### src/shared/ntsc_map.svh
`ifndef NTSC_MAP_SVH
`define NTSC_MAP_SVH
`define NTSC_TIME_W          48
`define NTSC_EPOCH_MS        48'h0
`define NTSC_CLK_PERIOD_NS   10
`define NTSC_TICK_PERIOD_NS  1000000
`define NTSC_TICK_CYC        (`NTSC_TICK_PERIOD_NS / `NTSC_CLK_PERIOD_NS)
`define NTSC_PRESC_W         17
`define NTSC_POLL_W          17
`define NTSC_POLL_MIN_S      8'h01
`define NTSC_POLL_MAX_S      8'h78
`define NTSC_SEC_MS          1000
`define NTSC_MIN_MS          60000
`define NTSC_DST_MS          3600000
`define NTSC_WAIT_W          10
`define NTSC_RESP_TIMEOUT_MS 10'h3E8
`define NTSC_LEAP_W          10
`define NTSC_LEAP_MS         10'h3E8
`define NTSC_ST_LO_BIT       0
`define NTSC_ST_HI_BIT       8
`endif

### src/shared/ntsc_pkg.sv
package ntsc_pkg;
`include "ntsc_map.svh"
	typedef logic [`NTSC_TIME_W-1:0] ntsc_time_t;
	typedef logic signed [`NTSC_TIME_W:0] ntsc_ofs_t;
	typedef enum logic [1:0] {
		ST_IDLE = 2'h0,
		ST_SEND = 2'h1,
		ST_WAIT = 2'h3,
		ST_CALC = 2'h2
	} ntsc_state_t;

	// wraps modulo 2^48, so negative offsets need no special case
	function automatic ntsc_time_t ntsc_add(input ntsc_time_t t, input ntsc_ofs_t d);
		return t + ntsc_time_t'(d);
	endfunction
endpackage

### src/shared/ntsc_sync_if.sv
`timescale 1ns/1ps
interface ntsc_sync_if;
	logic                start;
	ntsc_pkg::ntsc_time_t t1;
	ntsc_pkg::ntsc_time_t t2;
	ntsc_pkg::ntsc_time_t t3;
	ntsc_pkg::ntsc_time_t t4;
	ntsc_pkg::ntsc_ofs_t  offset;
	logic                done;
	modport ctrl (output start, output t1, output t2, output t3, output t4, input offset, input done);
	modport calc (input start, input t1, input t2, input t3, input t4, output offset, output done);
endinterface

### src/logic/ntsc_clock.sv
`timescale 1ns/1ps
`include "ntsc_map.svh"
// Overview of operation
// - send a time request to the server; keep the server's answer
// - after each error-free answer, load corrected time into the local time register
// - between updates, advance the time register once every millisecond
// - correction is half of (receive minus send) plus (transmit minus reply)
// - stamp at request send and reply receive; server stamps come in answer
// - after a correction, local time tracks server time within ten milliseconds
// - full accuracy flagged only after two completed server updates
// - polling period is capped at 120 seconds to keep the error bound
// - output is UTC by default, plus zone offset when that option is on
// - daylight saving hour is added inside the configured summer window
// - on server command, repeat one second at the commanded time i_leap_at_ms
// - on server failure, switch over to the other server (primary and backup alternate)
// - correct the clock once per polling period from the reference server
// - time register starts at zero (1980 epoch) and counts until updated
// - status low byte means in sync, high byte means updated once
// - download or server swap reinitialises status; two polls restore it
module ntsc_clock #(
	parameter int unsigned TICK_CYCLES = `NTSC_TICK_CYC
) (
	input  wire logic                  i_sys_clk,
	input  wire logic                  i_reset,
	input  wire logic [7:0]            i_poll_period_s,
	input  wire logic                  i_tz_enable,
	input  wire logic signed [11:0]    i_tz_offset_min,
	input  wire logic                  i_dst_enable,
	input  wire ntsc_pkg::ntsc_time_t  i_dst_begin_ms,
	input  wire ntsc_pkg::ntsc_time_t  i_dst_end_ms,
	input  wire logic                  i_download,
	input  wire logic                  i_resp_valid,
	input  wire logic                  i_resp_error,
	input  wire ntsc_pkg::ntsc_time_t  i_server_receive_stamp,
	input  wire ntsc_pkg::ntsc_time_t  i_server_transmit_stamp,
	input  wire logic                  i_leap_command,
	input  wire ntsc_pkg::ntsc_time_t  i_leap_at_ms,
	output logic                       o_req_send,
	output logic                       o_server_backup,
	output ntsc_pkg::ntsc_time_t       o_utc_ms,
	output ntsc_pkg::ntsc_time_t       o_local_ms,
	output logic [15:0]                o_status,
	output logic                       o_update_pulse,
	output logic                       o_in_leap
);
	ntsc_sync_if sif ();

	logic                       tick;
	ntsc_pkg::ntsc_state_t      state_r;
	ntsc_pkg::ntsc_state_t      state_nxt;
	logic                       req_r;
	logic                       req_nxt;
	logic                       start_r;
	logic                       start_nxt;
	ntsc_pkg::ntsc_time_t       t1_r;
	ntsc_pkg::ntsc_time_t       t1_nxt;
	ntsc_pkg::ntsc_time_t       t2_r;
	ntsc_pkg::ntsc_time_t       t2_nxt;
	ntsc_pkg::ntsc_time_t       t3_r;
	ntsc_pkg::ntsc_time_t       t3_nxt;
	ntsc_pkg::ntsc_time_t       t4_r;
	ntsc_pkg::ntsc_time_t       t4_nxt;
	logic [`NTSC_WAIT_W-1:0]    wait_r;
	logic [`NTSC_WAIT_W-1:0]    wait_nxt;
	logic                       backup_r;
	logic                       backup_nxt;
	logic                       fail;
	logic [7:0]                 period_s;
	logic [`NTSC_POLL_W-1:0]    poll_limit;
	logic [`NTSC_POLL_W-1:0]    poll_r;
	logic [`NTSC_POLL_W-1:0]    poll_nxt;
	logic                       due_r;
	logic                       due_nxt;
	logic                       missed;
	ntsc_pkg::ntsc_time_t       time_r;
	ntsc_pkg::ntsc_time_t       time_nxt;
	logic [`NTSC_LEAP_W-1:0]    leap_r;
	logic [`NTSC_LEAP_W-1:0]    leap_nxt;
	logic                       armed_r;
	logic                       armed_nxt;
	logic                       leap_start;
	logic                       in_leap_r;
	logic                       in_leap_nxt;
	logic                       upd_r;
	logic [1:0]                 updates_r;
	logic [1:0]                 updates_nxt;
	logic                       sync_r;
	logic                       sync_nxt;
	logic [15:0]                status_r;
	logic [15:0]                status_nxt;
	ntsc_pkg::ntsc_time_t       local_r;
	ntsc_pkg::ntsc_time_t       local_nxt;
	ntsc_pkg::ntsc_ofs_t        tz_ofs;

	ntsc_ms_tick #(
		.TICK_CYCLES (TICK_CYCLES)
	) u_tick (
		.i_sys_clk (i_sys_clk),
		.i_reset   (i_reset),
		.o_tick    (tick)
	);

	ntsc_offset_calc u_calc (
		.i_sys_clk (i_sys_clk),
		.i_reset   (i_reset),
		.sif       (sif.calc)
	);

	assign sif.start = start_r;
	assign sif.t1 = t1_r;
	assign sif.t2 = t2_r;
	assign sif.t3 = t3_r;
	assign sif.t4 = t4_r;

	// poll scheduling; zero period would poll only every 2^17 ticks, so clamp both ends
	always_comb begin
		period_s = i_poll_period_s;
		if (period_s < `NTSC_POLL_MIN_S) begin
			period_s = `NTSC_POLL_MIN_S;
		end else if (period_s > `NTSC_POLL_MAX_S) begin
			period_s = `NTSC_POLL_MAX_S;
		end
		poll_limit = `NTSC_POLL_W'({9'h000, period_s}) * `NTSC_POLL_W'(`NTSC_SEC_MS);
		poll_nxt = poll_r;
		due_nxt = due_r;
		missed = 1'b0;
		// clear first, so a period that expires while a request goes out still schedules the next one
		if (state_r == ntsc_pkg::ST_SEND) begin
			due_nxt = 1'b0;
		end
		if (tick) begin
			poll_nxt = poll_r + `NTSC_POLL_W'(1);
			if (poll_r >= poll_limit - `NTSC_POLL_W'(1)) begin
				poll_nxt = '0;
				missed = due_nxt;
				due_nxt = 1'b1;
			end
		end
		if (fail) begin
			due_nxt = 1'b1; // retry at once on the other server
		end
	end

	// request / answer sequencing
	always_comb begin
		state_nxt = state_r;
		req_nxt = 1'b0;
		start_nxt = 1'b0;
		t1_nxt = t1_r;
		t2_nxt = t2_r;
		t3_nxt = t3_r;
		t4_nxt = t4_r;
		wait_nxt = wait_r;
		backup_nxt = backup_r;
		fail = 1'b0;
		unique case (state_r)
			ntsc_pkg::ST_IDLE: begin
				if (due_r) begin
					state_nxt = ntsc_pkg::ST_SEND;
				end
			end
			ntsc_pkg::ST_SEND: begin
				req_nxt = 1'b1;
				t1_nxt = time_r;
				wait_nxt = '0;
				state_nxt = ntsc_pkg::ST_WAIT;
			end
			ntsc_pkg::ST_WAIT: begin
				if (i_resp_valid && !i_resp_error) begin
					t2_nxt = i_server_receive_stamp;
					t3_nxt = i_server_transmit_stamp;
					t4_nxt = time_r;
					start_nxt = 1'b1;
					state_nxt = ntsc_pkg::ST_CALC;
				end else if (i_resp_error || wait_r == `NTSC_RESP_TIMEOUT_MS) begin
					fail = 1'b1;
					backup_nxt = !backup_r;
					state_nxt = ntsc_pkg::ST_IDLE;
				end else if (tick) begin
					wait_nxt = wait_r + `NTSC_WAIT_W'(1);
				end
			end
			ntsc_pkg::ST_CALC: begin
				if (sif.done) begin
					state_nxt = ntsc_pkg::ST_IDLE;
				end
			end
		endcase
	end

	// time register, leap second and correction load
	always_comb begin
		time_nxt = time_r;
		leap_nxt = leap_r;
		armed_nxt = armed_r;
		leap_start = armed_r && tick && leap_r == '0 && time_r == i_leap_at_ms;
		if (tick) begin
			if (leap_r != '0) begin
				leap_nxt = leap_r - `NTSC_LEAP_W'(1);
			end else if (leap_start) begin
				leap_nxt = `NTSC_LEAP_MS - `NTSC_LEAP_W'(1);
				armed_nxt = 1'b0;
			end else begin
				time_nxt = time_r + ntsc_pkg::ntsc_time_t'(1);
			end
		end
		// a fresh command arriving as an older one fires must stay armed, so the set comes last
		if (state_r == ntsc_pkg::ST_WAIT && i_resp_valid && !i_resp_error && i_leap_command) begin
			armed_nxt = 1'b1;
		end
		if (sif.done) begin
			time_nxt = ntsc_pkg::ntsc_add(time_nxt, sif.offset);
		end
		in_leap_nxt = leap_nxt != '0;
	end

	// status word; a swap or a download drops back to uninitialised
	always_comb begin
		updates_nxt = updates_r;
		sync_nxt = sync_r;
		if (fail || i_download) begin
			updates_nxt = 2'h0;
			sync_nxt = 1'b0;
		end else if (sif.done) begin
			if (updates_r != 2'h2) begin
				updates_nxt = updates_r + 2'h1;
			end
			sync_nxt = updates_nxt == 2'h2;
		end else if (missed) begin
			sync_nxt = 1'b0;
		end
		status_nxt = 16'h0000;
		status_nxt[`NTSC_ST_LO_BIT] = sync_nxt;
		status_nxt[`NTSC_ST_HI_BIT] = updates_nxt != 2'h0;
	end

	// local view: zone shift and summer hour added to utc; the summer window compares against utc
	always_comb begin
		tz_ofs = 49'(i_tz_offset_min) * 49'(`NTSC_MIN_MS);
		local_nxt = time_r;
		if (i_tz_enable) begin
			local_nxt = ntsc_pkg::ntsc_add(local_nxt, tz_ofs);
		end
		if (i_dst_enable && time_r >= i_dst_begin_ms && time_r < i_dst_end_ms) begin
			local_nxt = ntsc_pkg::ntsc_add(local_nxt, 49'(`NTSC_DST_MS));
		end
	end

	always_ff @(posedge i_sys_clk) begin
		if (i_reset) begin
			state_r <= ntsc_pkg::ST_IDLE;
			req_r <= 1'b0;
			start_r <= 1'b0;
			t1_r <= '0;
			t2_r <= '0;
			t3_r <= '0;
			t4_r <= '0;
			wait_r <= '0;
			backup_r <= 1'b0;
			poll_r <= '0;
			due_r <= 1'b1;
			time_r <= `NTSC_EPOCH_MS;
			leap_r <= '0;
			armed_r <= 1'b0;
			in_leap_r <= 1'b0;
			upd_r <= 1'b0;
			updates_r <= 2'h0;
			sync_r <= 1'b0;
			status_r <= 16'h0000;
			local_r <= '0;
		end else begin
			state_r <= state_nxt;
			req_r <= req_nxt;
			start_r <= start_nxt;
			t1_r <= t1_nxt;
			t2_r <= t2_nxt;
			t3_r <= t3_nxt;
			t4_r <= t4_nxt;
			wait_r <= wait_nxt;
			backup_r <= backup_nxt;
			poll_r <= poll_nxt;
			due_r <= due_nxt;
			time_r <= time_nxt;
			leap_r <= leap_nxt;
			armed_r <= armed_nxt;
			in_leap_r <= in_leap_nxt;
			upd_r <= sif.done;
			updates_r <= updates_nxt;
			sync_r <= sync_nxt;
			status_r <= status_nxt;
			local_r <= local_nxt;
		end
	end

	assign o_req_send = req_r;
	assign o_server_backup = backup_r;
	assign o_utc_ms = time_r;
	assign o_local_ms = local_r;
	assign o_status = status_r;
	assign o_update_pulse = upd_r;
	assign o_in_leap = in_leap_r;

	AST_REQ_STAMP: assert property (@(posedge i_sys_clk) disable iff (i_reset)
		o_req_send |-> state_r == ntsc_pkg::ST_WAIT && t1_r == $past(time_r) ##1 !o_req_send)
		else $error("request pulse without send stamp");

	AST_CORR_LOAD: assert property (@(posedge i_sys_clk) disable iff (i_reset)
		sif.done && !tick |=> o_update_pulse && time_r == ntsc_pkg::ntsc_add($past(time_r), $past(sif.offset)))
		else $error("correction not loaded into time register");

	AST_MS_ADVANCE: assert property (@(posedge i_sys_clk) disable iff (i_reset)
		tick && !sif.done && leap_r == '0 && !leap_start |=> time_r == $past(time_r) + ntsc_pkg::ntsc_time_t'(1))
		else $error("time register did not advance on tick");

	AST_HOLD_NO_TICK: assert property (@(posedge i_sys_clk) disable iff (i_reset)
		!tick && !sif.done |=> $stable(time_r))
		else $error("time register moved without tick");

	AST_LEAP_HOLD: assert property (@(posedge i_sys_clk) disable iff (i_reset)
		leap_start |=> o_in_leap && leap_r == `NTSC_LEAP_MS - `NTSC_LEAP_W'(1) && $stable(time_r))
		else $error("leap second not started");

	AST_FULL_AFTER_TWO: assert property (@(posedge i_sys_clk) disable iff (i_reset)
		o_status[`NTSC_ST_LO_BIT] |-> o_status[`NTSC_ST_HI_BIT] && updates_r == 2'h2)
		else $error("in-sync shown before two updates");

	AST_FAILOVER: assert property (@(posedge i_sys_clk) disable iff (i_reset)
		fail |=> o_server_backup != $past(o_server_backup) && o_status == 16'h0000 ##1 state_r == ntsc_pkg::ST_SEND)
		else $error("server swap not performed");

	AST_UTC_DEFAULT: assert property (@(posedge i_sys_clk) disable iff (i_reset)
		!i_tz_enable && !i_dst_enable |=> o_local_ms == $past(o_utc_ms))
		else $error("local time differs from utc with options off");

	AST_POLL_CAP: assert property (@(posedge i_sys_clk) disable iff (i_reset)
		poll_limit <= `NTSC_POLL_W'(`NTSC_POLL_MAX_S) * `NTSC_POLL_W'(`NTSC_SEC_MS) && poll_r < poll_limit)
		else $error("polling period beyond cap");
endmodule

### src/logic/ntsc_ms_tick.sv
`timescale 1ns/1ps
`include "ntsc_map.svh"
module ntsc_ms_tick #(
	parameter int unsigned TICK_CYCLES = `NTSC_TICK_CYC
) (
	input  wire logic i_sys_clk,
	input  wire logic i_reset,
	output logic      o_tick
);
	logic [`NTSC_PRESC_W-1:0] cnt_r;
	logic [`NTSC_PRESC_W-1:0] cnt_nxt;
	logic                     tick_r;
	logic                     tick_nxt;

	always_comb begin
		cnt_nxt = cnt_r + `NTSC_PRESC_W'(1);
		tick_nxt = 1'b0;
		if (cnt_r == `NTSC_PRESC_W'(TICK_CYCLES - 1)) begin
			cnt_nxt = '0;
			tick_nxt = 1'b1;
		end
	end

	always_ff @(posedge i_sys_clk) begin
		if (i_reset) begin
			cnt_r <= '0;
			tick_r <= 1'b0;
		end else begin
			cnt_r <= cnt_nxt;
			tick_r <= tick_nxt;
		end
	end

	assign o_tick = tick_r;

	AST_TICK_SPACING: assert property (@(posedge i_sys_clk) disable iff (i_reset)
		o_tick |-> cnt_r == '0 ##1 !o_tick)
		else $error("tick not followed by prescaler restart");
endmodule

### src/logic/ntsc_offset_calc.sv
`timescale 1ns/1ps
module ntsc_offset_calc (
	input  wire logic i_sys_clk,
	input  wire logic i_reset,
	ntsc_sync_if.calc sif
);
	ntsc_pkg::ntsc_ofs_t offset_r;
	ntsc_pkg::ntsc_ofs_t offset_nxt;
	logic                done_r;
	logic signed [49:0]  sum;

	function automatic ntsc_pkg::ntsc_ofs_t f_diff(input ntsc_pkg::ntsc_time_t a, input ntsc_pkg::ntsc_time_t b);
		return $signed({1'b0, a}) - $signed({1'b0, b});
	endfunction

	always_comb begin
		sum = 50'(f_diff(sif.t2, sif.t1)) + 50'(f_diff(sif.t3, sif.t4));
		offset_nxt = offset_r;
		if (sif.start) begin
			offset_nxt = 49'(sum >>> 1);
		end
	end

	always_ff @(posedge i_sys_clk) begin
		if (i_reset) begin
			offset_r <= '0;
			done_r <= 1'b0;
		end else begin
			offset_r <= offset_nxt;
			done_r <= sif.start;
		end
	end

	assign sif.offset = offset_r;
	assign sif.done = done_r;

	AST_OFFSET_HALF_SUM: assert property (@(posedge i_sys_clk) disable iff (i_reset)
		sif.start |=> sif.done && (sif.offset == 49'($past(sum) >>> 1)))
		else $error("offset is not half the stamp difference sum");
endmodule

### config.mk
export PLATFORM = sky130hd
export DESIGN_NAME = ntsc_clock
export DESIGN_NICKNAME = d
export VERILOG_FILES = /design/src/shared/ntsc_pkg.sv /design/src/shared/ntsc_sync_if.sv /design/src/logic/ntsc_clock.sv /design/src/logic/ntsc_ms_tick.sv /design/src/logic/ntsc_offset_calc.sv
export VERILOG_INCLUDE_DIRS = /design/src /design/src/shared
export SDC_FILE = /design/constraint.sdc
export NUM_CORES = 2
export LEC_CHECK = 0
export BUFFER_PORTS_ARGS = -buffer_cell sky130_fd_sc_hd__buf_4
export CAP_MARGIN = 15
export CORE_MARGIN = 4
export CORE_UTILIZATION = 55
export DETAILED_ROUTE_END_ITERATION = 12
export PLACE_DENSITY = 0.79
export SYNTH_ARGS = -nofsm -noshare
export SYNTH_HDL_FRONTEND = slang
export SYNTH_SLANG_ARGS = --single-unit
### constraint.sdc
create_clock -name i_sys_clk -period 7.6 [get_ports i_sys_clk]
set_input_delay 0 -clock i_sys_clk [delete_from_list [all_inputs] [get_ports i_sys_clk]]
set_output_delay 0 -clock i_sys_clk [all_outputs]
set_load 0.03 [all_outputs]
==> flow_summary.yaml <==
logic_synthesis:
  synth_top_family_by_area: "adder cells"
  synth_compound_area_frac: 0.179
  synthXorXnorAreaFrac: 0.0795
  synth-adder-area-share: 0.237
  synth.cell_area_sq_um: 34300
  ys_ff_latch: 405
  synth-edff-count: 0
  synth_cell_types: 100
  muxShareOfSynthArea: 0.0144
  synthArstFlopShare: 0
  synthCells: 4243
  yosys_warnings: 0
  synth_ff_type: "dfxtp_1"
  synthSimpleGateAreaFrac: 0.183
  ys_seq_area_frac: 0.237
  syn-mean-instance-area_sq_um: 8.08
clocking:
  cts.sinks: 405
  clk_latency_ns: 0.60
  numCtsBuffers: 45
  cts-root-buf: "clkbuf_16"
  cts_tree: "built"
  clk_pin_slew_ns: 0.06
  htreeDepth: 2
  cts_buffer_depth: 3
detailed_routing:
  wl_per_cell_um: 18.6
  dr.pass1.iters: 6
  num_vias: 32000
  drt-vias-per-instance: 5.66
  route.detailed.drc: 0
  postRouteWirelength_mm: 106
  postRouteAntennaNets: 0
  drtIter0Drc: 2282
grt:
  antenna_found_initial: 4
  grt_max_degree: 114
  overflow: 0
  grt_pass1_wl_mm: 165
  grt_pass1_vias: 30800
  grt_util_all_layers: 0.307
setup_path:
  end_kind: "flip-flop"
  critPathKind: "input port to flip-flop"
  cp_slowest_stage_delay_ns: 0.55
  crit_path_top_delay_cell: "dlygate4sd3_1"
  crit_fanout: 4
  critPathMostFrequentCell: "ha_1"
  cp.arrival_ns: 7.81
  critPathBufInv: 7
  crit_required_ns: 8.12
  critical_path.top_delay_family: "compound AO/OA/AOI/OAI gates"
  start_kind: "input port"
final_layout:
  final.fill_count: 5102
  drive_above_1_share: 0.146
  layout.cells.non_filler: 5663
  finalNetCount: 5596
  areaGrowthSynthToFinish_pct: 21.7
timing:
  maxSlewHeadroom: 0.298
  worst_slew_pin_slew_ns: 1.05
  setup_viol: 0
  period_share: 0.960
  hold_viol: 0
  rsz0062_at_grt: "true"
  drv_slew: 0
  finalCriticalPeriod_ns: 7.29
  finClkSkew_ns: 0.0306
  setup_tns_ns: 0
  max_clock_freq_mhz: 137
power_and_ir_drop:
  p_leak_nw: 19.2
  power.total_mw: 10.3
  power_density_nw_per_um2: 247
  ir_drop_mv: 0.235
floorplan:
  rows: 91
  coreArea_sq_um: 61700
  io_pins: 384
  die_w_um: 258
  die_area_sq_um: 66400
  die_h_um: 258
  initial_core_util: 0.555
min_path:
  min_path_type: "input port to flip-flop"
place:
  dpl.cell_count: 5432
  gp_congestion: 0.989
  port_buffers: 369
  hpwl_mm: 80.6
run:
  max_cap_viol_count: 0
run_status:
  status: "complete, no violations"
-- Yosys cell counts, types with 28 or more instances --
cell type | instances | area share
a211oi_1 | 71 | 0.016
a21o_1 | 132 | 0.029
a21oi_1 | 392 | 0.057
and3_1 | 50 | 0.0091
clkbuf_1 | 140 | 0.015
dfxtp_1 | 405 | 0.24
fa_1 | 173 | 0.10
ha_1 | 372 | 0.14
inv_1 | 417 | 0.046
mux2i_1 | 47 | 0.014
nand2_1 | 572 | 0.063
nand2b_1 | 36 | 0.0066
nand3_1 | 92 | 0.013
nand4_1 | 60 | 0.011
nor2_1 | 330 | 0.036
nor2b_1 | 35 | 0.0064
nor3_1 | 60 | 0.0088
nor4_1 | 28 | 0.0051
o21ai_0 | 102 | 0.015
o21bai_1 | 31 | 0.0068
xnor2_1 | 158 | 0.040
xor2_1 | 143 | 0.037
-- flip-flops by register name, summed over array words and instances (netlist names), 2 cells and up --
signal / count
u_tick.cnt_r: 17
u_calc.sif.offset: 48
wait_r: 10
leap_r: 10
sif.t3: 48
poll_r: 17
sif.t1: 48
state_r: 2
o_status: 2
sif.t4: 48
updates_r: 2
o_local_ms: 48
o_utc_ms: 48
sif.t2: 48
-- layer usage --
| metal | wire, um | track usage | vias up |
|---|---|---|---|
| met2 | 48200 | 0.499 | 1211 |
| met4 | 4020 | 0.114 | 0 |
| li1 | - | - | 15500 |
| met1 | 45200 | 0.412 | 15000 |
| met5 | 0 | 0 | - |
| met3 | 8130 | 0.0536 | 229 |
-- kinds of logic (layout without fill, tap and decap cells) --
kind of cell	Yosys count	count (layout)
other	2	26
AOI/OAI and AO/OA	955	955
adders and majority gates	545	545
muxes	49	49
and+or+nand+nor	1365	1365
buffers and inverters	616	1175
xor gates and xnor gates	306	306
DFF	405	405
-- final cells by class --
class	count	area [sq um]	area share
clock buffer	58	1220	0.0294
tap	837	1050	0.0251
clock inverter	26	310	0.00744
multi-input combinational	3240	24000	0.576
inverter	419	1570	0.0377
timing repair buffer	672	5410	0.130
sequential	405	8110	0.194
antenna	6	15.0	0.000360
-- tightest hold or removal path: cells and delay by family --
kind / cells / cell delay [ns]
simple gates: 3 / 0.38
compound gates: 1 / 0.07
buf+inv: 1 / 0.11
xor+xnor: 1 / 0.07
-- repair_timing --
item | in CTS | in global routing
resized for setup | 0 | 33
hold endpoints to repair | 148 | 0
buffers inserted | 0 | 3
endpoints found under the setup margin | 0 | 20
hold buffers | 138 | 0
-- cells in the final DEF (no fill, tap or decap), types with 143 or more instances in the layout --
master | Yosys | final
nand2_1 | 572 | 571
buf_4 | 23 | 532
inv_1 | 417 | 417
dfxtp_1 | 405 | 403
a21oi_1 | 392 | 387
ha_1 | 372 | 368
nor2_1 | 330 | 328
fa_1 | 173 | 173
xnor2_1 | 158 | 157
xor2_1 | 143 | 143
-- path summary, 6_finish.rpt --
| kind | start | endpoint | slack (ns) | cells past startpoint |
|---|---|---|---|---|
| worst min register to register | sif.t4[17] | sif.t4[17] | 0.45 | 2 |
| worst max register to register | leap_r[0] | o_utc_ms[47] | 0.43 | 24 |
| worst max-delay path | i_tz_offset_min[0] | o_local_ms[47] | 0.31 | 35 |
| worst min-delay path | i_dst_enable | o_local_ms[20] | 0.10 | 6 |
-- power breakdown --
part / leakage (nW) / switching [mW] / internal, mW
sequential: 3.27 / 0.0342 / 2.19
combinational: 15.2 / 3.36 / 2.45
clock: 0.732 / 0.969 / 1.30
-- stage by stage --
step / worst slack (ns) / util / hold WS (ns) / cell area (sq um)
2_1_floorplan: 0.0142 / - / 0.136 / 34400
5_1_grt: -0.119 / 0.676 / 0.0916 / 41700
3_3_place_gp: -0.165 / 0.626 / 0.248 / 38600
4_1_cts: 0.0922 / 0.673 / 0.0652 / 41500
6_report: 0.305 / 0.676 / 0.103 / 41700
3_5_place_dp: -0.221 / 0.626 / 0.254 / 38600
(Power assumes the default switching activity.)
